<file path="src/common/fed_pkg.sv">
`default_nettype none
// Shared constants and carriers for the escape opcode decoder.
package fed_pkg;
  // Register byte offsets on the APB slave.
  localparam logic [7:0] FED_OFS_WORD = 8'h00;
  localparam logic [7:0] FED_OFS_CTRL = 8'h04;
  localparam logic [7:0] FED_OFS_RESULT = 8'h08;
  // Position of the zero-operand hint in the control register.
  localparam int FED_CTRL_ZERO_BIT = 0;
  // Reset values of the software-visible registers.
  localparam logic [31:0] FED_WORD_RST = 32'h0000_0000;
  localparam logic FED_ZERO_HINT_RST = 1'b0;
  // Five-bit escape prefix that opens every coprocessor instruction.
  localparam logic [4:0] FED_ESC_PREFIX = 5'h1b;
  // Memory operand formats.
  localparam logic [1:0] FED_MF_REAL32 = 2'h0;
  localparam logic [1:0] FED_MF_INT32 = 2'h1;
  localparam logic [1:0] FED_MF_REAL64 = 2'h2;
  localparam logic [1:0] FED_MF_INT16 = 2'h3;
  // Addressing-kind and locator codes that change the byte count.
  localparam logic [1:0] FED_MOD_NODISP = 2'h0;
  localparam logic [1:0] FED_MOD_DISP8 = 2'h1;
  localparam logic [1:0] FED_MOD_DISP32 = 2'h2;
  localparam logic [1:0] FED_MOD_REG = 2'h3;
  localparam logic [2:0] FED_RM_SIB = 3'h4;
  localparam logic [2:0] FED_RM_DIRECT = 3'h5;
  localparam logic [2:0] FED_SIB_NO_INDEX = 3'h4;
  localparam logic [2:0] FED_SIB_NO_BASE = 3'h5;
  // Instruction byte counts.
  localparam logic [2:0] FED_LEN_BASE = 3'h2;
  localparam logic [2:0] FED_LEN_DISP8 = 3'h1;
  localparam logic [2:0] FED_LEN_DISP32 = 3'h4;
  // Extra execution clocks.
  localparam logic [2:0] FED_EXTRA_BASE_INDEX = 3'h1;
  localparam logic [2:0] FED_EXTRA_ZERO_LOAD = 3'h5;

  // Decoded operation codes.
  typedef enum logic [4:0] {
    FED_OP_UNHANDLED = 5'b00000, FED_OP_LOAD_MEM = 5'b00001,
    FED_OP_LOAD_INT64 = 5'b00010, FED_OP_LOAD_REAL80 = 5'b00011,
    FED_OP_LOAD_BCD = 5'b00100, FED_OP_LOAD_REG = 5'b00101,
    FED_OP_SWAP = 5'b00110, FED_OP_STORE_MEM = 5'b00111,
    FED_OP_STORE_POP_MEM = 5'b01000, FED_OP_STORE_INT64 = 5'b01001,
    FED_OP_STORE_REAL80 = 5'b01010, FED_OP_STORE_BCD = 5'b01011,
    FED_OP_STORE_REG = 5'b01100, FED_OP_STORE_POP_REG = 5'b01101,
    FED_OP_CMP_MEM = 5'b01110, FED_OP_CMP_POP_MEM = 5'b01111,
    FED_OP_CMP_REG = 5'b10000, FED_OP_CMP_POP_REG = 5'b10001,
    FED_OP_CMP_POP2 = 5'b10010, FED_OP_TEST_ZERO = 5'b10011,
    FED_OP_CLASSIFY = 5'b10100, FED_OP_UCMP = 5'b10101,
    FED_OP_UCMP_POP = 5'b10110, FED_OP_UCMP_POP2 = 5'b10111
  } fed_op_t;

  // APB request from the master.
  typedef struct packed {
    logic psel;
    logic penable;
    logic pwrite;
    logic [7:0] paddr;
    logic [31:0] pwdata;
  } fed_apb_req_t;

  // APB answer of the slave.
  typedef struct packed {
    logic [31:0] prdata;
    logic pready;
    logic pslverr;
  } fed_apb_rsp_t;

  // Decoded instruction, 30 bits, as handed to the execution unit.
  typedef struct packed {
    logic valid;
    logic not_escape;
    logic unhandled;
    fed_op_t op;
    logic [1:0] mf;
    logic target;
    logic reverse;
    logic unwind;
    logic [2:0] slot;
    logic [1:0] pops;
    logic [1:0] mode;
    logic [2:0] rm;
    logic base_index;
    logic [2:0] length;
    logic [2:0] extra;
  } fed_dec_t;

  // Whole state of the decoder.
  typedef struct packed {
    logic [31:0] word;
    logic zero_hint;
    fed_dec_t dec;
    fed_apb_rsp_t rsp;
  } fed_state_t;
endpackage
`default_nettype wire

</file>
<file path="src/rtl/fed_decoder.sv">
`timescale 1ns/10ps
`default_nettype none
// Notes on behaviour
// RL1: Only 11011-prefixed words count as instructions.
// RL2: Format field picks real32, int32, real64, int16.
// RL3: Target bit sends result to top or slot.
// RL4: Swap XOR target sets the operand order.
// RL5: Unwind bit pops once after the operation.
// RL6: Slot field counts down from the top.
// RL7: Addressing fields read exactly like host CPU.
// RL8: Index and offset bytes follow host rules.
// RL9: Recognise all load-to-top and swap forms.
// RL10: Recognise all store and store-pop forms.
// RL11: Recognise compare forms, memory and register.
// RL12: Recognise the three fixed compare/test encodings.
// RL13: Recognise the three unordered compare forms.
// RL14: Base plus index adds one clock.
// RL15: Zero real load from memory adds five.
// RL16: Fields and op appear with word acceptance.
// RL17: Uncovered escape words flagged unhandled, not run.
module fed_decoder (
  input wire logic clk,
  input wire logic srst,
  input wire fed_pkg::fed_apb_req_t apb_req,
  output fed_pkg::fed_apb_rsp_t apb_rsp,
  output fed_pkg::fed_dec_t dec_out
);

  // Registered state and its next value.
  fed_pkg::fed_state_t st_ff;
  fed_pkg::fed_state_t nxt_st;
  // A transfer completes when the slave already shows ready.
  logic acc_w;
  // Completed write to the instruction word register.
  logic wr_word_w;

  // Decodes one instruction word; bits 15:8 are the first byte.
  function automatic fed_pkg::fed_dec_t decode_word(
    input logic [31:0] w,
    input logic zero_hint
  );
    fed_pkg::fed_dec_t d;
    logic is_reg;
    logic has_sib;
    logic subdiv;
    logic zero_load;
    logic [2:0] offset_bytes;
    d = '0;
    d.valid = 1'b1;
    d.not_escape = (w[15:11] != fed_pkg::FED_ESC_PREFIX); // see RL1
    d.mf = w[10:9]; // see RL2
    d.mode = w[7:6]; // see RL7
    d.rm = w[2:0]; // see RL7
    is_reg = (w[7:6] == fed_pkg::FED_MOD_REG);
    d.target = is_reg & w[10]; // see RL3
    d.unwind = is_reg & w[9]; // see RL5
    d.slot = is_reg ? w[2:0] : 3'h0; // see RL6
    // Subtract and divide carry the swap flag in the low bit of part b.
    subdiv = ~w[8] & (is_reg ? (w[7:5] == 3'h7) : w[5]);
    d.op = fed_pkg::FED_OP_UNHANDLED;
    if (!d.not_escape) begin
      if (!is_reg) begin
        // Specific first-byte forms are listed before the format forms.
        casez ({w[10:8], w[5:3]})
          6'b111101: d.op = fed_pkg::FED_OP_LOAD_INT64; // see RL9
          6'b011101: d.op = fed_pkg::FED_OP_LOAD_REAL80; // see RL9
          6'b111100: d.op = fed_pkg::FED_OP_LOAD_BCD; // see RL9
          6'b111111: d.op = fed_pkg::FED_OP_STORE_INT64; // see RL10
          6'b011111: d.op = fed_pkg::FED_OP_STORE_REAL80; // see RL10
          6'b111110: d.op = fed_pkg::FED_OP_STORE_BCD; // see RL10
          6'b??1000: d.op = fed_pkg::FED_OP_LOAD_MEM; // see RL9
          6'b??1010: d.op = fed_pkg::FED_OP_STORE_MEM; // see RL10
          6'b??1011: d.op = fed_pkg::FED_OP_STORE_POP_MEM; // see RL10
          6'b??0010: d.op = fed_pkg::FED_OP_CMP_MEM; // see RL11
          6'b??0011: d.op = fed_pkg::FED_OP_CMP_POP_MEM; // see RL11
          default: d.op = fed_pkg::FED_OP_UNHANDLED;
        endcase
      end else begin
        // Register forms: first-byte low bits and the whole second byte.
        casez ({w[10:8], w[7:0]})
          11'b00111000???: d.op = fed_pkg::FED_OP_LOAD_REG; // see RL9
          11'b00111001???: d.op = fed_pkg::FED_OP_SWAP; // see RL9
          11'b10111010???: d.op = fed_pkg::FED_OP_STORE_REG; // see RL10
          11'b10111011???: d.op = fed_pkg::FED_OP_STORE_POP_REG; // see RL10
          11'b00011010???: d.op = fed_pkg::FED_OP_CMP_REG; // see RL11
          11'b00011011???: d.op = fed_pkg::FED_OP_CMP_POP_REG; // see RL11
          11'b11011011001: d.op = fed_pkg::FED_OP_CMP_POP2; // see RL12
          11'b00111100100: d.op = fed_pkg::FED_OP_TEST_ZERO; // see RL12
          11'b00111100101: d.op = fed_pkg::FED_OP_CLASSIFY; // see RL12
          11'b10111100???: d.op = fed_pkg::FED_OP_UCMP; // see RL13
          11'b10111101???: d.op = fed_pkg::FED_OP_UCMP_POP; // see RL13
          11'b01011101001: d.op = fed_pkg::FED_OP_UCMP_POP2; // see RL13
          default: d.op = fed_pkg::FED_OP_UNHANDLED;
        endcase
      end
    end
    // Escape words outside the table are flagged unhandled.
    d.unhandled = ~d.not_escape &
      (d.op == fed_pkg::FED_OP_UNHANDLED); // see RL17
    // Only subtract and divide, left unhandled here, carry the swap
    // flag; the unordered pop-twice word shares their bit pattern.
    d.reverse = subdiv & d.unhandled & (w[3] ^ d.target); // see RL4
    // Number of stack pops that the operation implies.
    case (d.op)
      fed_pkg::FED_OP_STORE_POP_MEM, fed_pkg::FED_OP_STORE_INT64,
      fed_pkg::FED_OP_STORE_REAL80, fed_pkg::FED_OP_STORE_BCD,
      fed_pkg::FED_OP_STORE_POP_REG, fed_pkg::FED_OP_CMP_POP_MEM,
      fed_pkg::FED_OP_CMP_POP_REG, fed_pkg::FED_OP_UCMP_POP: begin
        d.pops = 2'h1;
      end
      fed_pkg::FED_OP_CMP_POP2, fed_pkg::FED_OP_UCMP_POP2: begin
        d.pops = 2'h2;
      end
      default: begin
        d.pops = 2'h0;
      end
    endcase
    // Index byte and offset bytes follow the host's 32-bit addressing.
    has_sib = ~is_reg & (w[2:0] == fed_pkg::FED_RM_SIB); // see RL8
    if (w[7:6] == fed_pkg::FED_MOD_DISP8) begin
      offset_bytes = fed_pkg::FED_LEN_DISP8; // see RL8
    end else if (w[7:6] == fed_pkg::FED_MOD_DISP32) begin
      offset_bytes = fed_pkg::FED_LEN_DISP32; // see RL8
    end else if (w[7:6] == fed_pkg::FED_MOD_NODISP &&
                 (w[2:0] == fed_pkg::FED_RM_DIRECT ||
                  (has_sib && w[18:16] == fed_pkg::FED_SIB_NO_BASE))) begin
      offset_bytes = fed_pkg::FED_LEN_DISP32; // see RL8
    end else begin
      offset_bytes = 3'h0;
    end
    d.length = 3'(fed_pkg::FED_LEN_BASE + {2'h0, has_sib} + offset_bytes); // see RL8
    // Both a base and an index register are in use.
    d.base_index = has_sib & (w[21:19] != fed_pkg::FED_SIB_NO_INDEX) &
      ~(w[7:6] == fed_pkg::FED_MOD_NODISP &&
        w[18:16] == fed_pkg::FED_SIB_NO_BASE); // see RL14
    // Zero is flagged by software; the decoder cannot see the operand.
    zero_load = zero_hint & (d.op == fed_pkg::FED_OP_LOAD_MEM) & ~w[9];
    d.extra = 3'((d.base_index ? fed_pkg::FED_EXTRA_BASE_INDEX : 3'h0) +
      (zero_load ? fed_pkg::FED_EXTRA_ZERO_LOAD : 3'h0)); // see RL14 RL15
    return d;
  endfunction

  // Transfer completion and the word write strobe.
  assign acc_w = apb_req.psel & apb_req.penable & st_ff.rsp.pready;
  assign wr_word_w = acc_w & apb_req.pwrite &
    (apb_req.paddr == fed_pkg::FED_OFS_WORD);

  // Next state: bus answer, register writes and the decode itself.
  always_comb begin
    nxt_st = st_ff;
    // One wait state: ready rises in the second access cycle.
    nxt_st.rsp.pready = apb_req.psel & apb_req.penable &
      ~st_ff.rsp.pready;
    nxt_st.rsp.pslverr = 1'b0;
    nxt_st.rsp.prdata = 32'h0000_0000;
    nxt_st.dec.valid = 1'b0;
    if (apb_req.psel && apb_req.penable && !st_ff.rsp.pready) begin
      // Answer prepared now, shown with ready on the next cycle.
      case (apb_req.paddr)
        fed_pkg::FED_OFS_WORD: begin
          nxt_st.rsp.prdata = st_ff.word;
        end
        fed_pkg::FED_OFS_CTRL: begin
          nxt_st.rsp.prdata = {31'h0, st_ff.zero_hint};
        end
        fed_pkg::FED_OFS_RESULT: begin
          // The result register cannot be written.
          nxt_st.rsp.prdata = {2'h0, st_ff.dec};
          nxt_st.rsp.pslverr = apb_req.pwrite;
        end
        default: begin
          // Unmapped addresses answer with an error.
          nxt_st.rsp.pslverr = 1'b1;
        end
      endcase
    end
    if (acc_w && apb_req.pwrite &&
        apb_req.paddr == fed_pkg::FED_OFS_CTRL) begin
      nxt_st.zero_hint = apb_req.pwdata[fed_pkg::FED_CTRL_ZERO_BIT];
    end
    if (wr_word_w) begin
      // Decoded fields leave at the same edge the word is taken.
      nxt_st.word = apb_req.pwdata;
      nxt_st.dec = decode_word(apb_req.pwdata, st_ff.zero_hint); // see RL16
    end
  end

  // State register with synchronous reset.
  always_ff @(posedge clk) begin
    if (srst) begin
      st_ff <= '{word: fed_pkg::FED_WORD_RST,
                 zero_hint: fed_pkg::FED_ZERO_HINT_RST,
                 dec: '0, rsp: '0};
    end else begin
      st_ff <= nxt_st;
    end
  end

  // Outputs come straight from the state register.
  assign apb_rsp = st_ff.rsp;
  assign dec_out = st_ff.dec;
endmodule // fed_decoder
`default_nettype wire

</file>
<file path="config.mk">
export PLATFORM = sky130hd
export DESIGN_NAME = fed_decoder
export DESIGN_NICKNAME = d
export VERILOG_FILES = /design/src/common/fed_pkg.sv /design/src/rtl/fed_decoder.sv
export SDC_FILE = /design/constraint.sdc
export NUM_CORES = 1
export LEC_CHECK = 0
export ABC_AREA = 0
export ABC_CLOCK_PERIOD_IN_PS = 5210
export BUFFER_PORTS_ARGS = -buffer_cell sky130_fd_sc_hd__buf_2
export CELL_PAD_IN_SITES_DETAIL_PLACEMENT = 1
export CELL_PAD_IN_SITES_GLOBAL_PLACEMENT = 1
export CORE_MARGIN = 4
export CORE_UTILIZATION = 41
export CTS_CLUSTER_DIAMETER = 80
export DETAILED_ROUTE_END_ITERATION = 12
export GPL_TIMING_DRIVEN = 1
export PLACE_DENSITY_LB_ADDON = 0.1
export SLEW_MARGIN = 20
export SYNTH_ARGS = -nofsm -noshare
export SYNTH_HDL_FRONTEND = slang
export SYNTH_SLANG_ARGS = --single-unit
</file>
<file path="constraint.sdc">
create_clock -name clk -period 5.21 [get_ports clk]
set_clock_uncertainty 0.05 [all_clocks]
set_input_delay 1.042 -clock clk [delete_from_list [all_inputs] [get_ports clk]]
set_output_delay 1.042 -clock clk [all_outputs]
set_load 0.01 [all_outputs]
</file>
==> flow_metrics.py, run 1 <==
metrics = {
    "outcome": {
        "outcome": "complete, no violations",
    },
    "die": {
        "core_area_mm2": 0.00991,
        "fp.dieH_um": 109,
        "die-width_um": 109,
        "floorplan.rows": 36,
        "ios": 109,
        "floorplan.initialDensity_pct": 42.6,
        "design.die.area_mm2": 0.0120,
    },
    "sta": {
        "fin_crit_ns": 3.29,
        "post-route-period-util_pct": 63.2,
        "hold_viol": 0,
        "timing.max_slew.rel_slack_pct": 33.9,
        "grt_setup_unrepaired": "no",
        "tns_ns": 0,
        "worst_pin_slew_ns": 0.992,
        "achievable-frequency_ghz": 0.304,
        "final-max-slew-violation-count": 0,
        "timing.final.setup_violations": 0,
    },
    "clock_tree": {
        "post_cts_setup_inserts": 0,
        "clock_buffers_created_by_tritoncts": 9,
        "clock_tree.root_cell": "sky130_fd_sc_hd__clkbuf_8",
        "clkSinkCount": 90,
        "tritoncts": "yes",
        "cts_resized": 0,
        "max-clock-path-buffers": 2,
        "clkTransAtPathRegs_ns": 0.09,
        "holdBufCountCts": 0,
        "cts.htree.levels": 3,
        "clock_insertion_delay_worst_skew_ns": 0.36,
    },
    "synth": {
        "ys.warnings.count": 0,
        "ys_ff_latch": 90,
        "mappedNetlistNets": 568,
        "syn_area_per_cell_um2": 8.11,
        "synthesis.area_mm2": 0.00422,
        "synth_edf_count": 0,
        "synth.distinct_cells": 54,
        "cell_types_with_the_largest_area_share_after_synthesis": "sky130_fd_sc_hd__dfxtp_1 (43%), sky130_fd_sc_hd__buf_4 (12%), sky130_fd_sc_hd__nand2_1 (8.7%)",
        "synth.yosys.seq_area_share_pct": 42.7,
        "synth-main-ff-cell": "sky130_fd_sc_hd__dfxtp_1",
        "netlist.top_cell.by_area": "sky130_fd_sc_hd__dfxtp_1",
        "post_synth_inst_count": 521,
        "netlist.area_leader.share_pct": 42.7,
        "synth-async-reset-ratio_pct": 0,
    },
    "worst_setup_path": {
        "end_kind": "register",
        "arrival_time_worst_endpoint_ns": 3.47,
        "timing.critical_path.fanout_max": 14,
        "worst-setup-path-type": "in2reg",
        "critical_path_required_ns": 5.38,
        "ff2ff_path_depth": 5,
        "reg2reg_slack_ns": 3.23,
        "timing.critical_path.from_type": "input pin",
    },
    "hold_path": {
        "hp-class": "reg2reg",
        "hold_depth": 2,
    },
    "detailed_routing": {
        "count_of_vias_placed_by_the_detailed_router": 3613,
        "first_iter_violations": 109,
        "detail_route.first_pass.iterations": 4,
        "detail_route.wl_per_cell_um": 16.7,
        "drt-total-wl_um": 11400,
        "detail_route.vias_per_cell": 5.27,
        "drc": 0,
        "ant_nets": 0,
    },
    "grt": {
        "grt_antenna_before_repair": 0,
        "grt.total_usage_pct": 19.5,
        "vias_in_the_first_global_route": 3581,
        "largest_net_degree_at_the_start_of_global_routing": 59,
        "grt_pass1_wl_um": 18400,
        "gr-total-overflow": 0,
    },
    "cells_and_area": {
        "antenna_cells_inserted": 0,
        "layout_common_cells": "sky130_fd_sc_hd__buf_2 (108), sky130_fd_sc_hd__nand2_1 (97), sky130_fd_sc_hd__dfxtp_1 (90), sky130_fd_sc_hd__a21oi_1 (54), sky130_fd_sc_hd__nor2_1 (52)",
        "nets": 594,
        "fraction_of_final_layout_cells_with_drive_strength_greater_than_1_pct": 25.9,
        "synthToLayoutAreaGrowth_pct": 7.79,
        "layout.core_utilization_pct": 45.9,
        "layout_commonest_cell": "sky130_fd_sc_hd__buf_2",
    },
    "placement": {
        "dp_hpwl_um": 8230,
        "portBuffers": 108,
        "gpl.final_weighted_congestion": 0.885,
    },
    "job": {
        "timing.max_cap.violations": 0,
    },
    "power_and_ir_drop": {
        "p_per_area_mw_per_mm2": 273,
        "vdd_ir_drop_max_v": 0.0000946,
        "power_leakage_nw": 1.78,
    },
}
==> cell families after synthesis <==
logic type      after synthesis  share of synthesized area (%)
buf+inv                     103                           15.4
compound gates              111                           17.0
xor+xnor                      2                          0.415
simple gates                210                           23.3
flops                        90                           42.7
fa+ha+maj                     2                          0.592
mux                           3                          0.711
==> cell usage after synthesis, types with 2 or more instances <==
| library cell | count |
|---|---|
| sky130_fd_sc_hd__nor3b_1 | 7 |
| sky130_fd_sc_hd__nand3b_1 | 5 |
| sky130_fd_sc_hd__nand3_1 | 10 |
| sky130_fd_sc_hd__nor3_1 | 3 |
| sky130_fd_sc_hd__a31oi_1 | 3 |
| sky130_fd_sc_hd__o21ai_0 | 7 |
| sky130_fd_sc_hd__mux2i_1 | 3 |
| sky130_fd_sc_hd__nand4_1 | 6 |
| sky130_fd_sc_hd__nor2b_1 | 5 |
| sky130_fd_sc_hd__nor2_1 | 52 |
| sky130_fd_sc_hd__nor3_2 | 2 |
| sky130_fd_sc_hd__dfxtp_1 | 90 |
| sky130_fd_sc_hd__clkbuf_1 | 23 |
| sky130_fd_sc_hd__a21oi_1 | 54 |
| sky130_fd_sc_hd__nand2_1 | 98 |
| sky130_fd_sc_hd__ha_1 | 2 |
| sky130_fd_sc_hd__buf_2 | 9 |
| sky130_fd_sc_hd__a22oi_1 | 29 |
| sky130_fd_sc_hd__inv_1 | 5 |
| sky130_fd_sc_hd__and2_1 | 4 |
| sky130_fd_sc_hd__o21ai_1 | 2 |
| sky130_fd_sc_hd__and3_1 | 5 |
| sky130_fd_sc_hd__buf_4 | 65 |
| sky130_fd_sc_hd__nor4_1 | 2 |
==> sequential cells by signal, indices dropped and copies added, names as in the netlist <==
| signal | count |
|---|---|
| apb_rsp | 34 |
| dec_out | 23 |
| st_ff | 33 |
==> layout make-up <==
class                   count  area (µm²)
fillers                  1258        5360
flip-flops and latches     90        1800
multi-input cells         328        1790
repair buffers            113         578
well taps                 133         166
clock buffers              12         145
clock inverters             4        51.3
inverters                   5        18.8
==> metrics by stage <==
stage	hold WS [ns]	setup WS [ns]	total power, mW	instance area [µm²]	std cells
3_3_place_gp	0.390	1.63	0.773	4360	669
4_1_cts	0.412	1.94	1.26	4550	685
6_report	0.412	1.92	1.24	4550	685
3_5_place_dp	0.400	1.55	0.774	4360	669
5_1_grt	0.427	1.76	1.29	4550	685
2_1_floorplan	0.382	2.31	0.742	4220	521
==> where the power goes <==
group	total (mW)	leakage (nW)	switching, mW	internal, mW
registers	0.688	0.725	0.000308	0.688
logic	0.0702	0.959	0.0448	0.0253
clock network	0.485	0.0966	0.249	0.236
==> final timing paths <==
check             start          end
min           st_ff[84]    st_ff[84]
max reg2reg  apb_rsp[1]  dec_out[12]
min reg2reg   st_ff[84]    st_ff[84]
max          apb_req[7]   dec_out[0]
==> critical path, stage by stage <==
cell and delay, ns:
sky130_fd_sc_hd__buf_2 0.18, sky130_fd_sc_hd__and2_1 0.50, sky130_fd_sc_hd__nand2_1 0.20, sky130_fd_sc_hd__or4_1 0.50, sky130_fd_sc_hd__a21oi_1 0.34, sky130_fd_sc_hd__a211oi_2 0.10
sky130_fd_sc_hd__and3_1 0.18, sky130_fd_sc_hd__ha_1 0.29, sky130_fd_sc_hd__nand2_1 0.06, sky130_fd_sc_hd__a21oi_1 0.08
==> layer usage <==
metal	up-vias	track usage [%]	routed length (µm)
met1	1749	25.8	5240
met3	14	3.82	537
li1	1764	-	-
met5	-	0	0
met4	0	5.79	167
met2	86	32.3	5490
Note: power is estimated with default switching activity, not from simulation.
==> inputs of run 2 (changes only) <==
Settings changed: ABC_CLOCK_PERIOD_IN_PS 5210 to 3300, CORE_UTILIZATION 41 to 38.
Clock period 5.21 ns to 3.3 ns, I/O delays scaled along.
==> run 2 against run 1 <==
  * Via count decreased by 0.42%
  * Total power increased by 70%
  * Flip-flop and latch count unchanged
  * Final area increased by 1.9%
  * Highest routed layer unchanged
==> flow_metrics.py, run 2 (synthesized netlist as in run 1, its figures left out) <==
metrics = {
    "clock_tree": {
        "holdBufCountCts": 0,
        "max-clock-path-buffers": 2,
        "tritoncts": "yes",
        "clock_tree.root_cell": "sky130_fd_sc_hd__clkbuf_8",
        "clock_buffers_created_by_tritoncts": 9,
        "cts.htree.levels": 3,
        "clkTransAtPathRegs_ns": 0.09,
        "post_cts_setup_inserts": 0,
        "clkSinkCount": 90,
        "cts_resized": 0,
        "clock_insertion_delay_worst_skew_ns": 0.36,
    },
    "sta": {
        "timing.final.setup_violations": 0,
        "timing.max_slew.rel_slack_pct": 48.8,
        "achievable-frequency_ghz": 0.385,
        "hold_viol": 0,
        "worst_pin_slew_ns": 0.758,
        "grt_setup_unrepaired": "no",
        "fin_crit_ns": 2.60,
        "final-max-slew-violation-count": 0,
        "post-route-period-util_pct": 78.7,
        "tns_ns": 0,
    },
    "cells_and_area": {
        "fraction_of_final_layout_cells_with_drive_strength_greater_than_1_pct": 26.4,
        "largest_register_ffs": 34,
        "nets": 598,
        "synthToLayoutAreaGrowth_pct": 9.84,
        "layout.core_utilization_pct": 42.8,
        "layout_common_cells": "sky130_fd_sc_hd__buf_2 (108), sky130_fd_sc_hd__nand2_1 (97), sky130_fd_sc_hd__dfxtp_1 (90), sky130_fd_sc_hd__a21oi_1 (54), sky130_fd_sc_hd__nor2_1 (52)",
        "layout_commonest_cell": "sky130_fd_sc_hd__buf_2",
        "antenna_cells_inserted": 0,
        "fill_cells": 1365,
    },
    "worst_setup_path": {
        "timing.critical_path.fanout_max": 13,
        "end_kind": "register",
        "critical_path_required_ns": 3.49,
        "reg2reg_slack_ns": 1.61,
        "worst-setup-path-type": "in2reg",
        "arrival_time_worst_endpoint_ns": 2.78,
        "ff2ff_path_depth": 6,
        "timing.critical_path.from_type": "input pin",
    },
    "placement": {
        "portBuffers": 108,
        "dp_hpwl_um": 8790,
        "gpl.final_weighted_congestion": 0.857,
    },
    "hold_path": {
        "hold_depth": 2,
        "hp-class": "reg2reg",
    },
    "detailed_routing": {
        "detail_route.wl_per_cell_um": 17.5,
        "detail_route.first_pass.iterations": 4,
        "drc": 0,
        "detail_route.vias_per_cell": 5.17,
        "first_iter_violations": 172,
        "ant_nets": 0,
        "count_of_vias_placed_by_the_detailed_router": 3598,
        "drt-total-wl_um": 12200,
    },
    "power_and_ir_drop": {
        "vdd_ir_drop_max_v": 0.000244,
        "power_leakage_nw": 1.83,
        "p_per_area_mw_per_mm2": 456,
    },
    "die": {
        "core_area_mm2": 0.0108,
        "floorplan.initialDensity_pct": 39.0,
        "fp.dieH_um": 113,
        "floorplan.rows": 38,
        "design.die.area_mm2": 0.0129,
        "ios": 109,
        "die-width_um": 113,
    },
    "grt": {
        "grt.total_usage_pct": 19.3,
        "vias_in_the_first_global_route": 3648,
        "gr-total-overflow": 0,
        "largest_net_degree_at_the_start_of_global_routing": 43,
        "grt_antenna_before_repair": 0,
        "grt_pass1_wl_um": 19700,
    },
    "outcome": {
        "outcome": "complete, no violations",
    },
    "job": {
        "timing.max_cap.violations": 0,
    },
}
run 2: layout make-up:
class | instances | area [µm²] | share of cell area (%)
Sequential cell | 90 | 1800 | 38.8
Multi-Input combinational cell | 328 | 1790 | 38.6
Timing Repair Buffer | 117 | 608 | 13.1
Tap cell | 140 | 175 | 3.78
Clock buffer | 12 | 145 | 3.13
Clock inverter | 4 | 98.8 | 2.13
Inverter | 5 | 18.8 | 0.405
run 2: layer usage:
layer,routed length (µm),vias to the layer above,track usage [%]
met3,560,10,3.77
met4,162,0,5.53
met1,5670,1738,25.6
li1,-,1774,-
met5,0,-,0
met2,5780,76,31.9
run 2: where the power goes:
group	internal, mW	switching [mW]	leakage (nW)
sequential	1.09	0.000460	0.725
clock	0.526	0.387	0.121
combinational	0.0417	0.0720	0.980
total	1.65	0.459	1.83
run 2: worst paths after layout:
| check | from | endpoint |
|---|---|---|
| setup / recovery | apb_req[9] | dec_out[0] |
| hold / removal | st_ff[95] | st_ff[95] |
| setup reg to reg | apb_rsp[1] | st_ff[82] |
| hold reg to reg | st_ff[95] | st_ff[95] |
run 2: per-stage QoR:
| step | power, mW | worst slack (ns) | hold WS [ns] | instances | area [µm²] |
|---|---|---|---|---|---|
| floorplan | 1.17 | 0.785 | 0.382 | 521 | 4220 |
| global placement | 1.22 | 0.407 | 0.390 | 680 | 4390 |
| detailed placement | 1.23 | 0.330 | 0.399 | 680 | 4390 |
| CTS | 2.14 | 0.723 | 0.412 | 696 | 4640 |
| global route | 2.20 | 0.453 | 0.423 | 696 | 4640 |
| finish | 2.11 | 0.704 | 0.410 | 696 | 4640 |
run 2: critical path, cell delays in order:
cell and delay (ns):
sky130_fd_sc_hd__buf_2 0.24, sky130_fd_sc_hd__nor4bb_2 0.49, sky130_fd_sc_hd__a22oi_2 0.16, sky130_fd_sc_hd__nor2b_2 0.24, sky130_fd_sc_hd__a221oi_2 0.13, sky130_fd_sc_hd__nor2_1 0.19, sky130_fd_sc_hd__nor2_1 0.09, sky130_fd_sc_hd__and3_1 0.19
sky130_fd_sc_hd__ha_1 0.28, sky130_fd_sc_hd__nand2_1 0.06, sky130_fd_sc_hd__a21oi_1 0.06
